==> src/iss_regs.svh <==
// Widths, field positions, masks, select codes and reset values of the status reporting block
`ifndef ISS_REGS_SVH
`define ISS_REGS_SVH
`define ISS_GRP_W 16
`define ISS_STB_W 8
`define ISS_NGRP 4
// Summary byte bit positions
`define ISS_STB_ERRQ 2
`define ISS_STB_QSUM 3
`define ISS_STB_MSGP 4
`define ISS_STB_GSUM 5
`define ISS_STB_RQS 6
`define ISS_STB_OPSUM 7
// General event bit positions and writable mask
`define ISS_EV_OPC 0
`define ISS_EV_OQF 2
`define ISS_EV_ISF 3
`define ISS_EV_CNE 4
`define ISS_EV_MFC 5
`define ISS_EV_PWR 7
`define ISS_EV_MASK 16'h00BD
// Lower group bit positions
`define ISS_CLK_DET 0
`define ISS_CLK_GEN 1
`define ISS_SYM_LOSS 0
`define ISS_SYM_DONE 1
`define ISS_QS_CLK_A 5
`define ISS_QS_CLK_B 9
`define ISS_QS_SYM 12
// Implemented bits of each lower group and of the summary byte
`define ISS_CLK_MASK 16'h0003
`define ISS_SYM_MASK 16'h0003
`define ISS_QS_MASK 16'h1FE1
`define ISS_OP_MASK 16'hF998
`define ISS_STB_USED 8'hFC
// Group select codes
`define ISS_SEL_CLK 3'h0
`define ISS_SEL_SYM 3'h1
`define ISS_SEL_QS 3'h2
`define ISS_SEL_OP 3'h3
`define ISS_SEL_GEN 3'h4
// Reset values
`define ISS_PTR_RST 16'hFFFF
`define ISS_NTR_RST 16'h0000
`define ISS_EN_RST 16'h0000
`define ISS_SRE_RST 8'h00
`endif

==> src/iss_pkg.sv <==
// Types shared by the status reporting block
package iss_pkg;
    typedef enum logic [3:0] {
        ISS_CMD_NONE, ISS_CMD_READ_COND, ISS_CMD_READ_EVT, ISS_CMD_READ_PTR,
        ISS_CMD_READ_NTR, ISS_CMD_READ_EN, ISS_CMD_WRITE_PTR, ISS_CMD_WRITE_NTR,
        ISS_CMD_WRITE_EN, ISS_CMD_CLEAR_STATUS, ISS_CMD_OPC_ARM, ISS_CMD_STB_QUERY,
        ISS_CMD_SERIAL_POLL, ISS_CMD_WRITE_SRE, ISS_CMD_READ_SRE
    } iss_cmd_t;
    typedef struct packed {
        logic [15:0] cond_prev;
        logic [15:0] ptr;
        logic [15:0] ntr;
        logic [15:0] en;
        logic [15:0] evt;
    } iss_grp_state_t;
    typedef struct packed {
        logic [15:0] gen_evt;
        logic [15:0] gen_en;
        logic [7:0] sre;
        logic [7:0] stb;
        logic srq;
        logic opc_armed;
        logic rsp_valid;
        logic [15:0] rsp_data;
    } iss_top_state_t;
endpackage : iss_pkg

==> src/iss_grp_if.sv <==
// Carrier between the core and one lower status register group
`timescale 1ns/1ns
interface iss_grp_if;
    logic [15:0] cond;
    logic [15:0] wdata;
    logic wr_ptr;
    logic wr_ntr;
    logic wr_en;
    logic rd_evt;
    logic clr;
    logic [15:0] cond_q;
    logic [15:0] event_q;
    logic [15:0] enable_q;
    logic [15:0] ptr_q;
    logic [15:0] ntr_q;
    logic summary;
    modport grp (input cond, wdata, wr_ptr, wr_ntr, wr_en, rd_evt, clr,
        output cond_q, event_q, enable_q, ptr_q, ntr_q, summary);
    modport ctl (output cond, wdata, wr_ptr, wr_ntr, wr_en, rd_evt, clr,
        input cond_q, event_q, enable_q, ptr_q, ntr_q, summary);
endinterface : iss_grp_if

==> src/iss_status_core.sv <==
// Status reporting core: summary byte, general event group and lower groups
`timescale 1ns/1ns
`include "iss_regs.svh"
module iss_status_core import iss_pkg::*; (
    input wire logic i_ref_clk,
    input wire logic i_srst,
    input wire logic i_cmd_valid,
    input wire iss_cmd_t i_cmd,
    input wire logic [2:0] i_cmd_grp,
    input wire logic [15:0] i_cmd_wdata,
    input wire logic i_ops_idle,
    input wire logic i_output_queue_fault,
    input wire logic i_instrument_specific_fault,
    input wire logic i_command_not_executable,
    input wire logic i_malformed_command,
    input wire logic i_error_queue_nonempty,
    input wire logic i_output_message_pending,
    input wire logic i_detector_clock_missing,
    input wire logic i_generator_clock_missing,
    input wire logic i_symbol_align_lost,
    input wire logic i_symbol_align_done,
    input wire logic [15:0] i_questionable_cond,
    input wire logic [15:0] i_operation_cond,
    output logic o_rsp_valid,
    output logic [15:0] o_rsp_data,
    output logic o_srq,
    output logic [7:0] o_summary_byte
);
    localparam logic [15:0] GRP_MASK [`ISS_NGRP] = '{`ISS_CLK_MASK, `ISS_SYM_MASK,
        `ISS_QS_MASK, `ISS_OP_MASK};

    iss_top_state_t s;
    iss_top_state_t next_s;
    iss_grp_if grp_if [`ISS_NGRP] ();
    logic [`ISS_NGRP-1:0] sums;
    logic [15:0] g_cond [`ISS_NGRP];
    logic [15:0] g_evt [`ISS_NGRP];
    logic [15:0] g_en [`ISS_NGRP];
    logic [15:0] g_ptr [`ISS_NGRP];
    logic [15:0] g_ntr [`ISS_NGRP];
    logic clr_all;
    logic sel_gen;
    logic [15:0] gen_set;
    logic gen_summary;
    logic master_summary;
    logic [7:0] sum_bits;
    logic [7:0] stb_now;
    logic [15:0] qs_cond;

    // Command decode shared by all groups
    assign clr_all = i_cmd_valid && (i_cmd == ISS_CMD_CLEAR_STATUS);
    assign sel_gen = (i_cmd_grp == `ISS_SEL_GEN);

    // Lower groups; the questionable group is fed by the clock and symbol summaries
    assign grp_if[0].cond = {14'h0000, i_generator_clock_missing,
        i_detector_clock_missing};
    assign grp_if[1].cond = {14'h0000, i_symbol_align_done, i_symbol_align_lost};
    assign qs_cond = (i_questionable_cond & ~((16'h0001 << `ISS_QS_CLK_A)
        | (16'h0001 << `ISS_QS_CLK_B) | (16'h0001 << `ISS_QS_SYM)))
        | ({15'h0000, sums[0]} << `ISS_QS_CLK_A)
        | ({15'h0000, sums[0]} << `ISS_QS_CLK_B)
        | ({15'h0000, sums[1]} << `ISS_QS_SYM);
    assign grp_if[2].cond = qs_cond;
    assign grp_if[3].cond = i_operation_cond;

    // Per group strobes and collected read values
    for (genvar gi = 0; gi < `ISS_NGRP; gi++) begin : g_grp
        localparam logic [2:0] SEL = 3'(gi);
        logic hit;
        assign hit = i_cmd_valid && (i_cmd_grp == SEL);
        assign grp_if[gi].wdata = i_cmd_wdata;
        assign grp_if[gi].wr_ptr = hit && (i_cmd == ISS_CMD_WRITE_PTR);
        assign grp_if[gi].wr_ntr = hit && (i_cmd == ISS_CMD_WRITE_NTR);
        assign grp_if[gi].wr_en = hit && (i_cmd == ISS_CMD_WRITE_EN);
        assign grp_if[gi].rd_evt = hit && (i_cmd == ISS_CMD_READ_EVT);
        assign grp_if[gi].clr = clr_all;
        assign sums[gi] = grp_if[gi].summary;
        assign g_cond[gi] = grp_if[gi].cond_q;
        assign g_evt[gi] = grp_if[gi].event_q;
        assign g_en[gi] = grp_if[gi].enable_q;
        assign g_ptr[gi] = grp_if[gi].ptr_q;
        assign g_ntr[gi] = grp_if[gi].ntr_q;
        iss_status_group #(
            .MASK(GRP_MASK[gi])
        ) u_grp (
            .i_ref_clk(i_ref_clk),
            .i_srst(i_srst),
            .g(grp_if[gi])
        );
    end

    // General event sources; no condition register, every event is latched
    always_comb begin
        gen_set = 16'h0000;
        gen_set[`ISS_EV_OPC] = s.opc_armed && i_ops_idle;
        gen_set[`ISS_EV_OQF] = i_output_queue_fault;
        gen_set[`ISS_EV_ISF] = i_instrument_specific_fault;
        gen_set[`ISS_EV_CNE] = i_command_not_executable;
        gen_set[`ISS_EV_MFC] = i_malformed_command;
    end

    // Summary byte assembly; bit 6 is the live master summary
    assign gen_summary = |(s.gen_evt & s.gen_en);
    always_comb begin
        sum_bits = 8'h00;
        sum_bits[`ISS_STB_ERRQ] = i_error_queue_nonempty;
        sum_bits[`ISS_STB_QSUM] = sums[2];
        sum_bits[`ISS_STB_MSGP] = i_output_message_pending;
        sum_bits[`ISS_STB_GSUM] = gen_summary;
        sum_bits[`ISS_STB_OPSUM] = sums[3];
    end
    assign master_summary = |(sum_bits & s.sre);
    assign stb_now = sum_bits | ({7'h00, master_summary} << `ISS_STB_RQS);

    // Next state of the core
    always_comb begin
        next_s = s;
        next_s.stb = stb_now & `ISS_STB_USED;
        next_s.rsp_valid = 1'b0;
        next_s.rsp_data = 16'h0000;
        // Event latch; a fresh event beats a read or clear in the same cycle
        if (clr_all || (i_cmd_valid && sel_gen && i_cmd == ISS_CMD_READ_EVT)) begin
            next_s.gen_evt = 16'h0000;
        end
        next_s.gen_evt = (next_s.gen_evt | gen_set) & `ISS_EV_MASK;
        // Completion waits for idle; arming while idle still takes one cycle
        if (s.opc_armed && i_ops_idle) begin
            next_s.opc_armed = 1'b0;
        end
        if (clr_all) begin
            next_s.opc_armed = 1'b0;
        end
        if (i_cmd_valid && i_cmd == ISS_CMD_OPC_ARM) begin
            next_s.opc_armed = 1'b1;
        end
        // Request latch: raised on a new master summary, cleared by serial poll
        if (i_cmd_valid && i_cmd == ISS_CMD_SERIAL_POLL) begin
            next_s.srq = 1'b0;
        end
        if (master_summary && !s.stb[`ISS_STB_RQS]) begin
            next_s.srq = 1'b1;
        end
        // Register accesses; reads answer one cycle later
        if (i_cmd_valid) begin
            case (i_cmd)
                ISS_CMD_WRITE_EN: begin
                    if (sel_gen) begin
                        next_s.gen_en = i_cmd_wdata & `ISS_EV_MASK;
                    end
                end
                ISS_CMD_WRITE_SRE: begin
                    next_s.sre = i_cmd_wdata[7:0] & `ISS_STB_USED
                        & ~(8'h01 << `ISS_STB_RQS);
                end
                ISS_CMD_READ_COND: begin
                    next_s.rsp_valid = 1'b1;
                    next_s.rsp_data = sel_gen ? 16'h0000 : g_cond[i_cmd_grp[1:0]];
                end
                ISS_CMD_READ_EVT: begin
                    next_s.rsp_valid = 1'b1;
                    next_s.rsp_data = sel_gen ? s.gen_evt : g_evt[i_cmd_grp[1:0]];
                end
                ISS_CMD_READ_EN: begin
                    next_s.rsp_valid = 1'b1;
                    next_s.rsp_data = sel_gen ? s.gen_en : g_en[i_cmd_grp[1:0]];
                end
                ISS_CMD_READ_PTR: begin
                    next_s.rsp_valid = 1'b1;
                    next_s.rsp_data = sel_gen ? 16'h0000 : g_ptr[i_cmd_grp[1:0]];
                end
                ISS_CMD_READ_NTR: begin
                    next_s.rsp_valid = 1'b1;
                    next_s.rsp_data = sel_gen ? 16'h0000 : g_ntr[i_cmd_grp[1:0]];
                end
                ISS_CMD_READ_SRE: begin
                    next_s.rsp_valid = 1'b1;
                    next_s.rsp_data = {8'h00, s.sre};
                end
                ISS_CMD_STB_QUERY: begin
                    next_s.rsp_valid = 1'b1;
                    next_s.rsp_data = {8'h00, s.stb};
                end
                ISS_CMD_SERIAL_POLL: begin
                    next_s.rsp_valid = 1'b1;
                    next_s.rsp_data = {8'h00, (s.stb & ~(8'h01 << `ISS_STB_RQS))
                        | ({7'h00, s.srq} << `ISS_STB_RQS)};
                end
                default: begin
                end
            endcase
        end
    end

    // State register; reset doubles as power-up, so it leaves the power-on event set
    always_ff @(posedge i_ref_clk) begin
        if (i_srst) begin
            s <= '{gen_evt: 16'h0001 << `ISS_EV_PWR, gen_en: `ISS_EN_RST,
                sre: `ISS_SRE_RST, stb: 8'h00, srq: 1'b0, opc_armed: 1'b0,
                rsp_valid: 1'b0, rsp_data: 16'h0000};
        end else begin
            s <= next_s;
        end
    end

    // Outputs straight from the state register
    assign o_rsp_valid = s.rsp_valid;
    assign o_rsp_data = s.rsp_data;
    assign o_srq = s.srq;
    assign o_summary_byte = s.stb;
endmodule : iss_status_core

==> src/iss_status_group.sv <==
// One condition / transition / event / enable status group
`timescale 1ns/1ns
`include "iss_regs.svh"
module iss_status_group import iss_pkg::*; #(
    parameter logic [15:0] MASK = 16'hFFFF
) (
    input wire logic i_ref_clk,
    input wire logic i_srst,
    iss_grp_if.grp g
);
    iss_grp_state_t s;
    iss_grp_state_t next_s;
    logic [15:0] cond_m;
    logic [15:0] hits;

    // Condition follows the monitored inputs with no latching
    assign cond_m = g.cond & MASK;
    assign hits = ((cond_m & ~s.cond_prev & s.ptr) | (~cond_m & s.cond_prev & s.ntr));

    // Next state; a new hit wins over a read or clear in the same cycle
    always_comb begin
        next_s = s;
        next_s.cond_prev = cond_m;
        next_s.evt = ((g.rd_evt | g.clr) ? 16'h0000 : s.evt) | hits;
        if (g.wr_ptr) begin
            next_s.ptr = g.wdata & MASK;
        end
        if (g.wr_ntr) begin
            next_s.ntr = g.wdata & MASK;
        end
        if (g.wr_en) begin
            next_s.en = g.wdata & MASK;
        end
    end

    // State register
    always_ff @(posedge i_ref_clk) begin
        if (i_srst) begin
            s <= '{cond_prev: 16'h0000, ptr: `ISS_PTR_RST & MASK, ntr: `ISS_NTR_RST,
                en: `ISS_EN_RST, evt: 16'h0000};
        end else begin
            s <= next_s;
        end
    end

    assign g.cond_q = cond_m;
    assign g.event_q = s.evt;
    assign g.enable_q = s.en;
    assign g.ptr_q = s.ptr;
    assign g.ntr_q = s.ntr;
    assign g.summary = |(s.evt & s.en);
endmodule : iss_status_group

==> config.mk <==
export PLATFORM = sky130hd
export DESIGN_NAME = iss_status_core
export DESIGN_NICKNAME = d
export VERILOG_FILES = /design/src/iss_pkg.sv /design/src/iss_grp_if.sv /design/src/iss_status_core.sv /design/src/iss_status_group.sv
export VERILOG_INCLUDE_DIRS = /design/src
export SDC_FILE = /design/constraint.sdc
export NUM_CORES = 1
export LEC_CHECK = 0
export ABC_AREA = 0
export BUFFER_PORTS_ARGS = -buffer_cell sky130_fd_sc_hd__clkbuf_2
export CAP_MARGIN = 20
export CORE_MARGIN = 2
export CORE_UTILIZATION = 30
export CTS_CLUSTER_DIAMETER = 150
export DETAILED_ROUTE_END_ITERATION = 10
export PLACE_DENSITY = 0.5
export SKIP_LAST_GASP = 1
export SLEW_MARGIN = 20
export SYNTH_ARGS = -nofsm -noshare
export SYNTH_HDL_FRONTEND = slang
export SYNTH_SLANG_ARGS = --single-unit
==> constraint.sdc <==
create_clock -name i_ref_clk -period 2.1 [get_ports i_ref_clk]
set_clock_uncertainty 0.15 [all_clocks]
set_input_delay 0.105 -clock i_ref_clk [delete_from_list [all_inputs] [get_ports i_ref_clk]]
set_output_delay 0.105 -clock i_ref_clk [all_outputs]
set_load 0.1 [all_outputs]
==> impl_metrics.tcl, run 1 <==
set metrics [dict create \
    run_status "finished clean" \
    ir_worst_vdd_mv 0.411 \
    nets 961 \
    worstReg2RegStart "g_grp[3].u_grp.g.event_q[11]$_SDFF_PP0_" \
    hold_viol 0 \
    p_per_area_nw_per_um2 792 \
    worstHoldStart "i_srst" \
    final_cell_mix "dfxtp_1 (151), nand2_1 (99), nor2_1 (86)" \
    cts_hold_buf 43 \
    final_area_um2 8540 \
    syn_area_per_cell_um2 8.71 \
    seq_area_um2 3020 \
    start_kind "input port" \
    route.detailed.drc 0 \
    vias_per_cell 5.09 \
    io_pins 95 \
    drt_iter0_drc 441 \
    synthTopCellsByArea "dfxtp_1 (44%), mux2i_1 (9.5%), nand2_1 (5.4%)" \
    wl_um 21700 \
    synth_edf_count 0 \
    cts_setup_buffers 0 \
    synth_seq_cells 151 \
    post_dp_cell_area_um2 7500 \
    grt_pass1_vias 5734 \
    chipWidth_um 155 \
    yosysSeqAreaShare 0.442 \
    pre_cts_ws_ns 0.166 \
    grt-ovfl-total 0 \
    cts_tree "done" \
    slew_headroom 0.603 \
    rsz0062_at_grt "no" \
    slew_violations 0 \
    r2r_setup_slack_ns 0.33 \
    worstPathArrival_ns 2.07 \
    path_max_fanout 9 \
    reg2reg_to "o_srq$_SDFFE_PP0P_" \
    hold_depth 3 \
    placementRows 55 \
    setup_viol 0 \
    worstPathRequired_ns 2.24 \
    ant_nets 0 \
    setup_ws_ns 0.175 \
    period_share 0.917 \
    fin_setup_tns_ns 0 \
    n_fill_cell 2325 \
    crit_path_end_kind "register" \
    synth_cell_type_count 55 \
    cts.htree.levels 4 \
    routabilityCongestion 0.822 \
    hpwl_um 15300 \
    vias 6063 \
    r2r_cells 5 \
    drive_gt1_frac 0.185 \
    netlist_instances 785 \
    numPortBuffers 75 \
    cts_buffers 17 \
    core_um2 22500 \
    critPathKind "input port to register" \
    start_util 0.304 \
    power_mw 6.76 \
    worstMarginPinSlew_ns 0.595 \
    ys_warn_count 0 \
    grt_max_degree 112 \
    synth.cell_area_um2 6840 \
    dr.pass1.iters 7 \
    cts-root-buf "clkbuf_16" \
    n_antenna_cell 0 \
    antenna_found_initial 0 \
    max_freq_mhz 519 \
    cts.clk_slew.worst_paths_ns 0.06 \
    track_usage 0.182 \
    final_common_cell "dfxtp_1" \
    wire_per_inst_um 18.2 \
    area_growth_pct 24.9 \
    synth_ff_type "dfxtp_1" \
    maxCapViolCount 0 \
    grt_pass1_wl_um 33500 \
    cts.repair.resized 0 \
    power.leakage_nw 3.42 \
    fp.dieH_um 155 \
    cts.sinks 151 \
    synthArstFlopShare 0 \
    min_path_type "input port to register" \
    worst_skew_pair.late_latency_ns 0.43 \
    synth_top_cell_by_area "dfxtp_1" \
    fp.dieArea_um2 24000 \
    multi_input_area_um2 3390 \
    holdPathEnd "s[53]$_SDFF_PP0_" \
    fin_crit_ns 1.93 \
    clockBufferDepth 2 \
    synth_top_cell_area_share 0.442 \
]
-- worst max-delay path by stage --
stage / startpoint / end / slack [ns] / cells past startpoint
final: i_cmd_valid / g_grp[2].u_grp.g.ntr_q[8]$_SDFFE_PP0P_ / 0.17 / 8
after floorplan: o_srq$_SDFFE_PP0P_ / o_srq$_SDFFE_PP0P_ / 0.54 / 2
after CTS: i_cmd_valid / g_grp[2].u_grp.g.ntr_q[8]$_SDFFE_PP0P_ / 0.18 / 8
after detailed placement: i_cmd[0] / g_grp[2].u_grp.g.enable_q[8]$_SDFFE_PP0P_ / 0.17 / 6
after global routing: i_cmd_valid / g_grp[2].u_grp.g.ntr_q[11]$_SDFFE_PP0P_ / 0.09 / 8
after global placement: i_cmd[0] / o_rsp_data[6]$_SDFF_PP0_ / 0.18 / 7
-- state kept, by name, summed over array words and instances (netlist names) --
register	cells
o_rsp_data	16
g_grp.u_grp.g.event_q	22
o_summary_byte	6
o_rsp_valid	1
g_grp.u_grp.s	21
g_grp.u_grp.g.enable_q	22
g_grp.u_grp.g.ntr_q	22
g_grp.u_grp.g.ptr_q	22
o_srq	1
s	18
-- cells by family after synthesis --
| group | after synthesis | synth area share |
|---|---|---|
| and+or+nand+nor | 321 | 0.233 |
| AOI/OAI and AO/OA | 170 | 0.160 |
| DFF | 151 | 0.442 |
| buffers and inverters | 74 | 0.0628 |
| muxes | 68 | 0.102 |
| other | 1 | 0.000548 |
-- synth_stat cells (6+ instances only) --
master	n
a21oi_1	56
a222oi_1	10
a22oi_1	27
a31oi_1	10
buf_2	15
buf_4	33
clkbuf_1	21
dfxtp_1	151
mux2i_1	65
nand2_1	99
nand2b_1	6
nand3_1	55
nand3b_1	19
nor2_1	86
nor2b_1	27
o21ai_0	28
o22ai_1	11
-- per-stage QoR --
step | cells | hold slack, ns | util
global placement | 1115 | 0.163 | 0.333
detailed placement | 1115 | 0.176 | 0.333
finish | 1190 | 0.0301 | 0.379
global route | 1190 | 0.0621 | 0.379
CTS | 1190 | 0.0341 | 0.379
floorplan | 786 | 0.0724 | -
-- where the power goes --
| group | switching (mW) | internal, mW | total [mW] |
|---|---|---|---|
| logic | 0.362 | 0.239 | 0.601 |
| registers | 0.0561 | 2.93 | 2.99 |
| clock network | 1.29 | 1.88 | 3.17 |
-- area by class of cell --
class / instances / area share
Clock buffer: 18 / 0.0503
Inverter: 3 / 0.00132
Sequential cell: 151 / 0.354
Multi-Input combinational cell: 561 / 0.398
Clock inverter: 14 / 0.0208
Tap cell: 285 / 0.0418
Timing Repair Buffer: 158 / 0.134
-- routing by layer --
| layer | vias to the layer above | share of wire | track usage |
|---|---|---|---|
| met1 | 2882 | 0.48 | 0.257 |
| met2 | 179 | 0.45 | 0.280 |
| met5 | - | 0 | 0 |
| li1 | 2978 | - | - |
| met4 | 0 | 0.016 | 0.0617 |
| met3 | 24 | 0.054 | 0.0323 |
-- critical path, cell delays in order --
cell	delay (ns)
dlygate4sd3_1	0.53
clkbuf_2	0.17
nand2b_1	0.21
nor2_2	0.35
buf_4	0.24
nand2_1	0.25
nand2_1	0.16
a21oi_1	0.07
No activity file was read; power rests on OpenSTA's default activity.
==> inputs of run 2 (changes only) <==
--- a/config.mk
+++ b/config.mk
@@ -9,7 +9,6 @@
 export ABC_AREA = 0
 export BUFFER_PORTS_ARGS = -buffer_cell sky130_fd_sc_hd__clkbuf_2
 export CAP_MARGIN = 20
-export CORE_MARGIN = 2
 export CORE_UTILIZATION = 30
 export CTS_CLUSTER_DIAMETER = 150
 export DETAILED_ROUTE_END_ITERATION = 10
==> run 2 against run 1 <==
Die area decreased by 2.6%; via count decreased by 2.1%; sequential power about the same; sequential share of layout area increased by 0.17 points; critical path depth decreased by 3; sequential cell count unchanged; combinational power about the same; critical path type is now register to register; largest cell class unchanged.
==> impl_metrics.tcl, run 2 (same netlist as run 1, synthesis figures left out) <==
set metrics [dict create \
    run_status "finished clean" \
    seq_area_um2 3020 \
    n_fill_cell 2216 \
    core_um2 22100 \
    final_common_cell "dfxtp_1" \
    drt_iter0_drc 514 \
    crit_path_end_kind "register" \
    antenna_found_initial 0 \
    ant_nets 0 \
    hold_ws_ns 0.0113 \
    crit_path_cell_trace "a22o_1 > a221oi_1 > a31o_2 > and3_1 > o31ai_1" \
    critPathKind "register to register" \
    nets 957 \
    chipWidth_um 153 \
    io_pins 95 \
    grt_max_degree 112 \
    drive_gt1_frac 0.181 \
    wl_um 21500 \
    wire_per_inst_um 18.2 \
    fin_crit_ns 1.77 \
    vias_per_cell 5.03 \
    cts.clk_slew.worst_paths_ns 0.06 \
    placementRows 54 \
    cts.sinks 151 \
    final_cell_mix "dfxtp_1 (151), nand2_1 (99), nor2_1 (86)" \
    maxCapViolCount 0 \
    slew_violations 0 \
    path_max_fanout 3 \
    power.leakage_nw 3.38 \
    hold_viol 0 \
    grt_pass1_wl_um 33900 \
    min_path_type "input port to register" \
    route.detailed.drc 0 \
    rsz0062_at_grt "no" \
    period_share 0.841 \
    grt-ovfl-total 0 \
    numPortBuffers 75 \
    slew_headroom 0.425 \
    area_growth_pct 24.3 \
    routabilityCongestion 0.816 \
    track_usage 0.189 \
    critPathTopFamily "compound AO/OA/AOI/OAI gates" \
    worstPathArrival_ns 1.92 \
    start_util 0.309 \
    instances_no_fill 1181 \
    worstPathRequired_ns 2.25 \
    vias 5936 \
    dr.pass1.iters 7 \
    start_kind "register" \
    max_freq_mhz 566 \
    cts_buffers 17 \
    slowest_stage "a221oi_1" \
    setup_viol 0 \
    grt_pass1_vias 5829 \
    cts.repair.resized 0 \
    fin_setup_tns_ns 0 \
    path_buf_inv 0 \
    n_antenna_cell 0 \
    multi_input_area_um2 3390 \
    worst_skew_pair.late_latency_ns 0.43 \
    dp_cells 1107 \
    cpPeakStageDelay_ns 0.38 \
    p_per_area_nw_per_um2 795 \
    fp.dieArea_um2 23400 \
    clockBufferDepth 2 \
    cts.htree.levels 4 \
    fp.dieH_um 153 \
    worstMarginPinSlew_ns 0.858 \
    postLayoutCoreUtil 0.385 \
    ir_worst_vdd_mv 0.548 \
    hpwl_um 15300 \
    cts-root-buf "clkbuf_16" \
    cts_tree "done" \
]
run 2: layout make-up:
class,count,area share
clock inverter,13,0.0203
tap,280,0.0412
timing repair buffer,154,0.131
sequential,151,0.356
inverter,3,0.00133
multi-input combinational,561,0.399
clock buffer,19,0.0509
run 2: routing by layer:
metal / track usage / part of all wire / wire length (µm) / vias up
li1: - / - / - / 2984
met4: 0.0515 / 0.012 / 254 / 0
met5: 0 / 0 / 0 / -
met3: 0.0377 / 0.045 / 976 / 15
met1: 0.258 / 0.49 / 10500 / 2794
met2: 0.303 / 0.46 / 9780 / 143
run 2: repair_timing:
item	4_1_cts	5_1_grt
hold endpoints to repair	127	0
setup buffers	0	0
hold buffers	42	0
run 2: report_power, final:
part	switching, mW	internal (mW)	total [mW]	leakage [nW]
clock network	1.29	1.88	3.17	0.274
logic	0.360	0.238	0.598	1.88
registers	0.0544	2.93	2.99	1.23
run 2: final timing paths:
check                                          startpoint                      to  slack [ns]  cells after the start
hold / removal                                     i_srst  o_rsp_valid$_SDFF_PP0_        0.01                      4
hold reg to reg                        s[58]$_SDFFE_PP1P_      s[58]$_SDFFE_PP1P_        0.32                      2
setup / recovery  g_grp[3].u_grp.g.event_q[11]$_SDFF_PP0_      o_srq$_SDFFE_PP0P_        0.33                      5
setup reg to reg  g_grp[3].u_grp.g.event_q[11]$_SDFF_PP0_      o_srq$_SDFFE_PP0P_        0.33                      5
run 2: tightest hold or removal path, stage by stage:
cell,delay (ns)
buf_4,0.10
inv_1,0.07
nand3b_4,0.08
inv_1,0.13
run 2: stage by stage:
stage | power, mW | instance area (µm²) | setup slack [ns]
floorplan | 3.37 | 6840 | 0.537
global placement | 3.58 | 7470 | 0.173
detailed placement | 3.59 | 7470 | 0.160
CTS | 6.81 | 8500 | 0.319
global route | 6.99 | 8500 | 0.222
finish | 6.76 | 8500 | 0.334
==> inputs of run 3 (changes only) <==
--- a/config.mk
+++ b/config.mk
@@ -12,7 +12,7 @@
 export CORE_UTILIZATION = 30
 export CTS_CLUSTER_DIAMETER = 150
 export DETAILED_ROUTE_END_ITERATION = 10
-export PLACE_DENSITY = 0.5
+export PLACE_DENSITY = 0.52
 export SKIP_LAST_GASP = 1
 export SLEW_MARGIN = 20
 export SYNTH_ARGS = -nofsm -noshare
==> constraint.sdc (replaced) <==
create_clock -name i_ref_clk -period 1.6 [get_ports i_ref_clk]
set_clock_uncertainty 0.15 [all_clocks]
set_input_delay 0.08 -clock i_ref_clk [delete_from_list [all_inputs] [get_ports i_ref_clk]]
set_output_delay 0.08 -clock i_ref_clk [all_outputs]
set_load 0.1 [all_outputs]
==> run 3 against run 2 <==
The flow now finishes with violations (negative setup slack); combinational power up 54%; total power up 32%; wire length up 3.4%; final cell count up 6.9%; sequential power up 31%; die area unchanged; worst hold slack better by 0.0043 ns; core utilization up 3.2 points; via count up 6.8%; final area up 8.4%; register-to-register slack worse by 0.38 ns; critical path type unchanged.
==> impl_metrics.tcl, run 3 (same netlist as run 1, synthesis figures left out) <==
set metrics [dict create \
    run_status "complete, but fails checks" \
    violations "negative setup slack" \
    fp.dieH_um 153 \
    power_mw 8.91 \
    power.leakage_nw 3.81 \
    vias_per_cell 5.02 \
    slowest_stage "dfxtp_2" \
    antenna_found_initial 0 \
    placementRows 54 \
    cts-root-buf "clkbuf_16" \
    r2r_cells 6 \
    reg2reg_to "o_srq$_SDFFE_PP0P_" \
    worstMarginPinSlew_ns 0.582 \
    grt-ovfl-total 0 \
    p_per_area_nw_per_um2 967 \
    track_usage 0.195 \
    final_common_cell "dfxtp_1" \
    chipWidth_um 153 \
    cts.htree.levels 4 \
    drt_iter0_drc 449 \
    ant_nets 0 \
    slew_headroom 0.612 \
    slew_violations 0 \
    ir_worst_vdd_mv 0.665 \
    maxCapViolCount 0 \
    cts.clk_slew.worst_paths_ns 0.06 \
    multi_input_area_um2 3410 \
    worstPathArrival_ns 1.80 \
    drive_gt1_frac 0.252 \
    vias 6340 \
    seq_area_um2 3020 \
    cts_buffers 17 \
    critPathKind "register to register" \
    n_fill_cell 2212 \
    grt_pass1_vias 6185 \
    area_growth_pct 34.7 \
    min_path_type "input port to register" \
    cts.sinks 151 \
    cp-endpoint "o_srq$_SDFFE_PP0P_" \
    core_um2 22100 \
    dr.pass1.iters 5 \
    grt_max_degree 112 \
    fp.dieArea_um2 23400 \
    fin_crit_ns 1.65 \
    critPathLaunch "g_grp[3].u_grp.g.enable_q[11]$_SDFFE_PP0P_" \
    setup_ws_ns -0.0504 \
    max_freq_mhz 606 \
    grt_pass1_wl_um 35000 \
    routabilityCongestion 0.814 \
    crit_path_cell_trace "a22o_1 > a221oi_2 > buf_4 > a31o_4 > and3_4 > o31ai_2" \
    hpwl_um 16200 \
    n_antenna_cell 0 \
    final_cell_mix "dfxtp_1 (150), buf_4 (108), nand2_1 (99)" \
    r2r_setup_slack_ns -0.05 \
    wl_um 22200 \
    numPortBuffers 75 \
    worst_skew_pair.late_latency_ns 0.42 \
    path_max_fanout 2 \
    worstPathRequired_ns 1.75 \
    fin_setup_tns_ns -0.0885 \
    wire_per_inst_um 17.6 \
    cpPeakStageDelay_ns 0.32 \
    cts_tree "done" \
    worstReg2RegStart "g_grp[3].u_grp.g.enable_q[11]$_SDFFE_PP0P_" \
    start_util 0.309 \
    io_pins 95 \
    crit_path_end_kind "register" \
    route.detailed.drc 0 \
    setup_viol 2 \
    hold_viol 0 \
    rsz0062_at_grt "yes" \
    clockBufferDepth 2 \
    nets 1038 \
    start_kind "register" \
    period_share 1.03 \
]
run 3: worst min path at each step:
stage / startpoint / endpoint / cells after the start
CTS: i_srst / o_rsp_data[2]$_SDFF_PP0_ / 5
global placement: i_output_queue_fault / s[53]$_SDFF_PP0_ / 3
finish: i_srst / s[51]$_SDFF_PP0_ / 3
floorplan: i_output_queue_fault / s[53]$_SDFF_PP0_ / 2
detailed placement: i_command_not_executable / s[55]$_SDFF_PP0_ / 3
global route: i_srst / o_rsp_data[4]$_SDFF_PP0_ / 5
run 3: power by group:
group | total [mW] | switching, mW | internal (mW)
combinational | 0.922 | 0.511 | 0.411
clock | 4.08 | 1.68 | 2.40
sequential | 3.91 | 0.0600 | 3.85
run 3: critical path, delay by kind of cell, from the launching register on:
family / cells / cell delay (ns)
AO/OA/AOI/OAI: 4 / 0.68
buffers and inverters: 1 / 0.17
flip-flops: 1 / 0.32
AND/OR/NAND/NOR: 1 / 0.20
run 3: routing by layer:
metal | up-vias | GRT usage | routed length, µm
li1 | 3154 | - | -
met1 | 3000 | 0.272 | 11000
met2 | 163 | 0.308 | 9970
met3 | 23 | 0.0309 | 829
met4 | 0 | 0.0611 | 355
met5 | - | 0 | 0
run 3: timing repair:
item | CTS | global route
hold buffers | 43 | 0
endpoints found under the setup margin | 2 | 2
setup buffers | 0 | 0
endpoints found under the hold margin | 129 | 0
pin swaps | 0 | 3
resized for setup | 3 | 3
run 3: final cells by class:
class                           instances  area share
Clock buffer                           20      0.0496
Clock inverter                         12      0.0152
Inverter                                3     0.00122
Multi-Input combinational cell        561       0.371
Sequential cell                       151       0.328
Tap cell                              280      0.0380
Timing Repair Buffer                  235       0.197
run 3: stage by stage:
stage | worst slack, ns | hold WS [ns] | instances | utilization | instance area [µm²]
after floorplan | 0.0374 | 0.0474 | 786 | - | 6840
after global placement | -0.182 | 0.142 | 1187 | 0.369 | 8160
after detailed placement | -0.206 | 0.159 | 1187 | 0.369 | 8160
after CTS | -0.0456 | 0.0301 | 1262 | 0.417 | 9200
after global routing | -0.0936 | 0.0568 | 1262 | 0.417 | 9210
final | -0.0504 | 0.0156 | 1262 | 0.417 | 9210
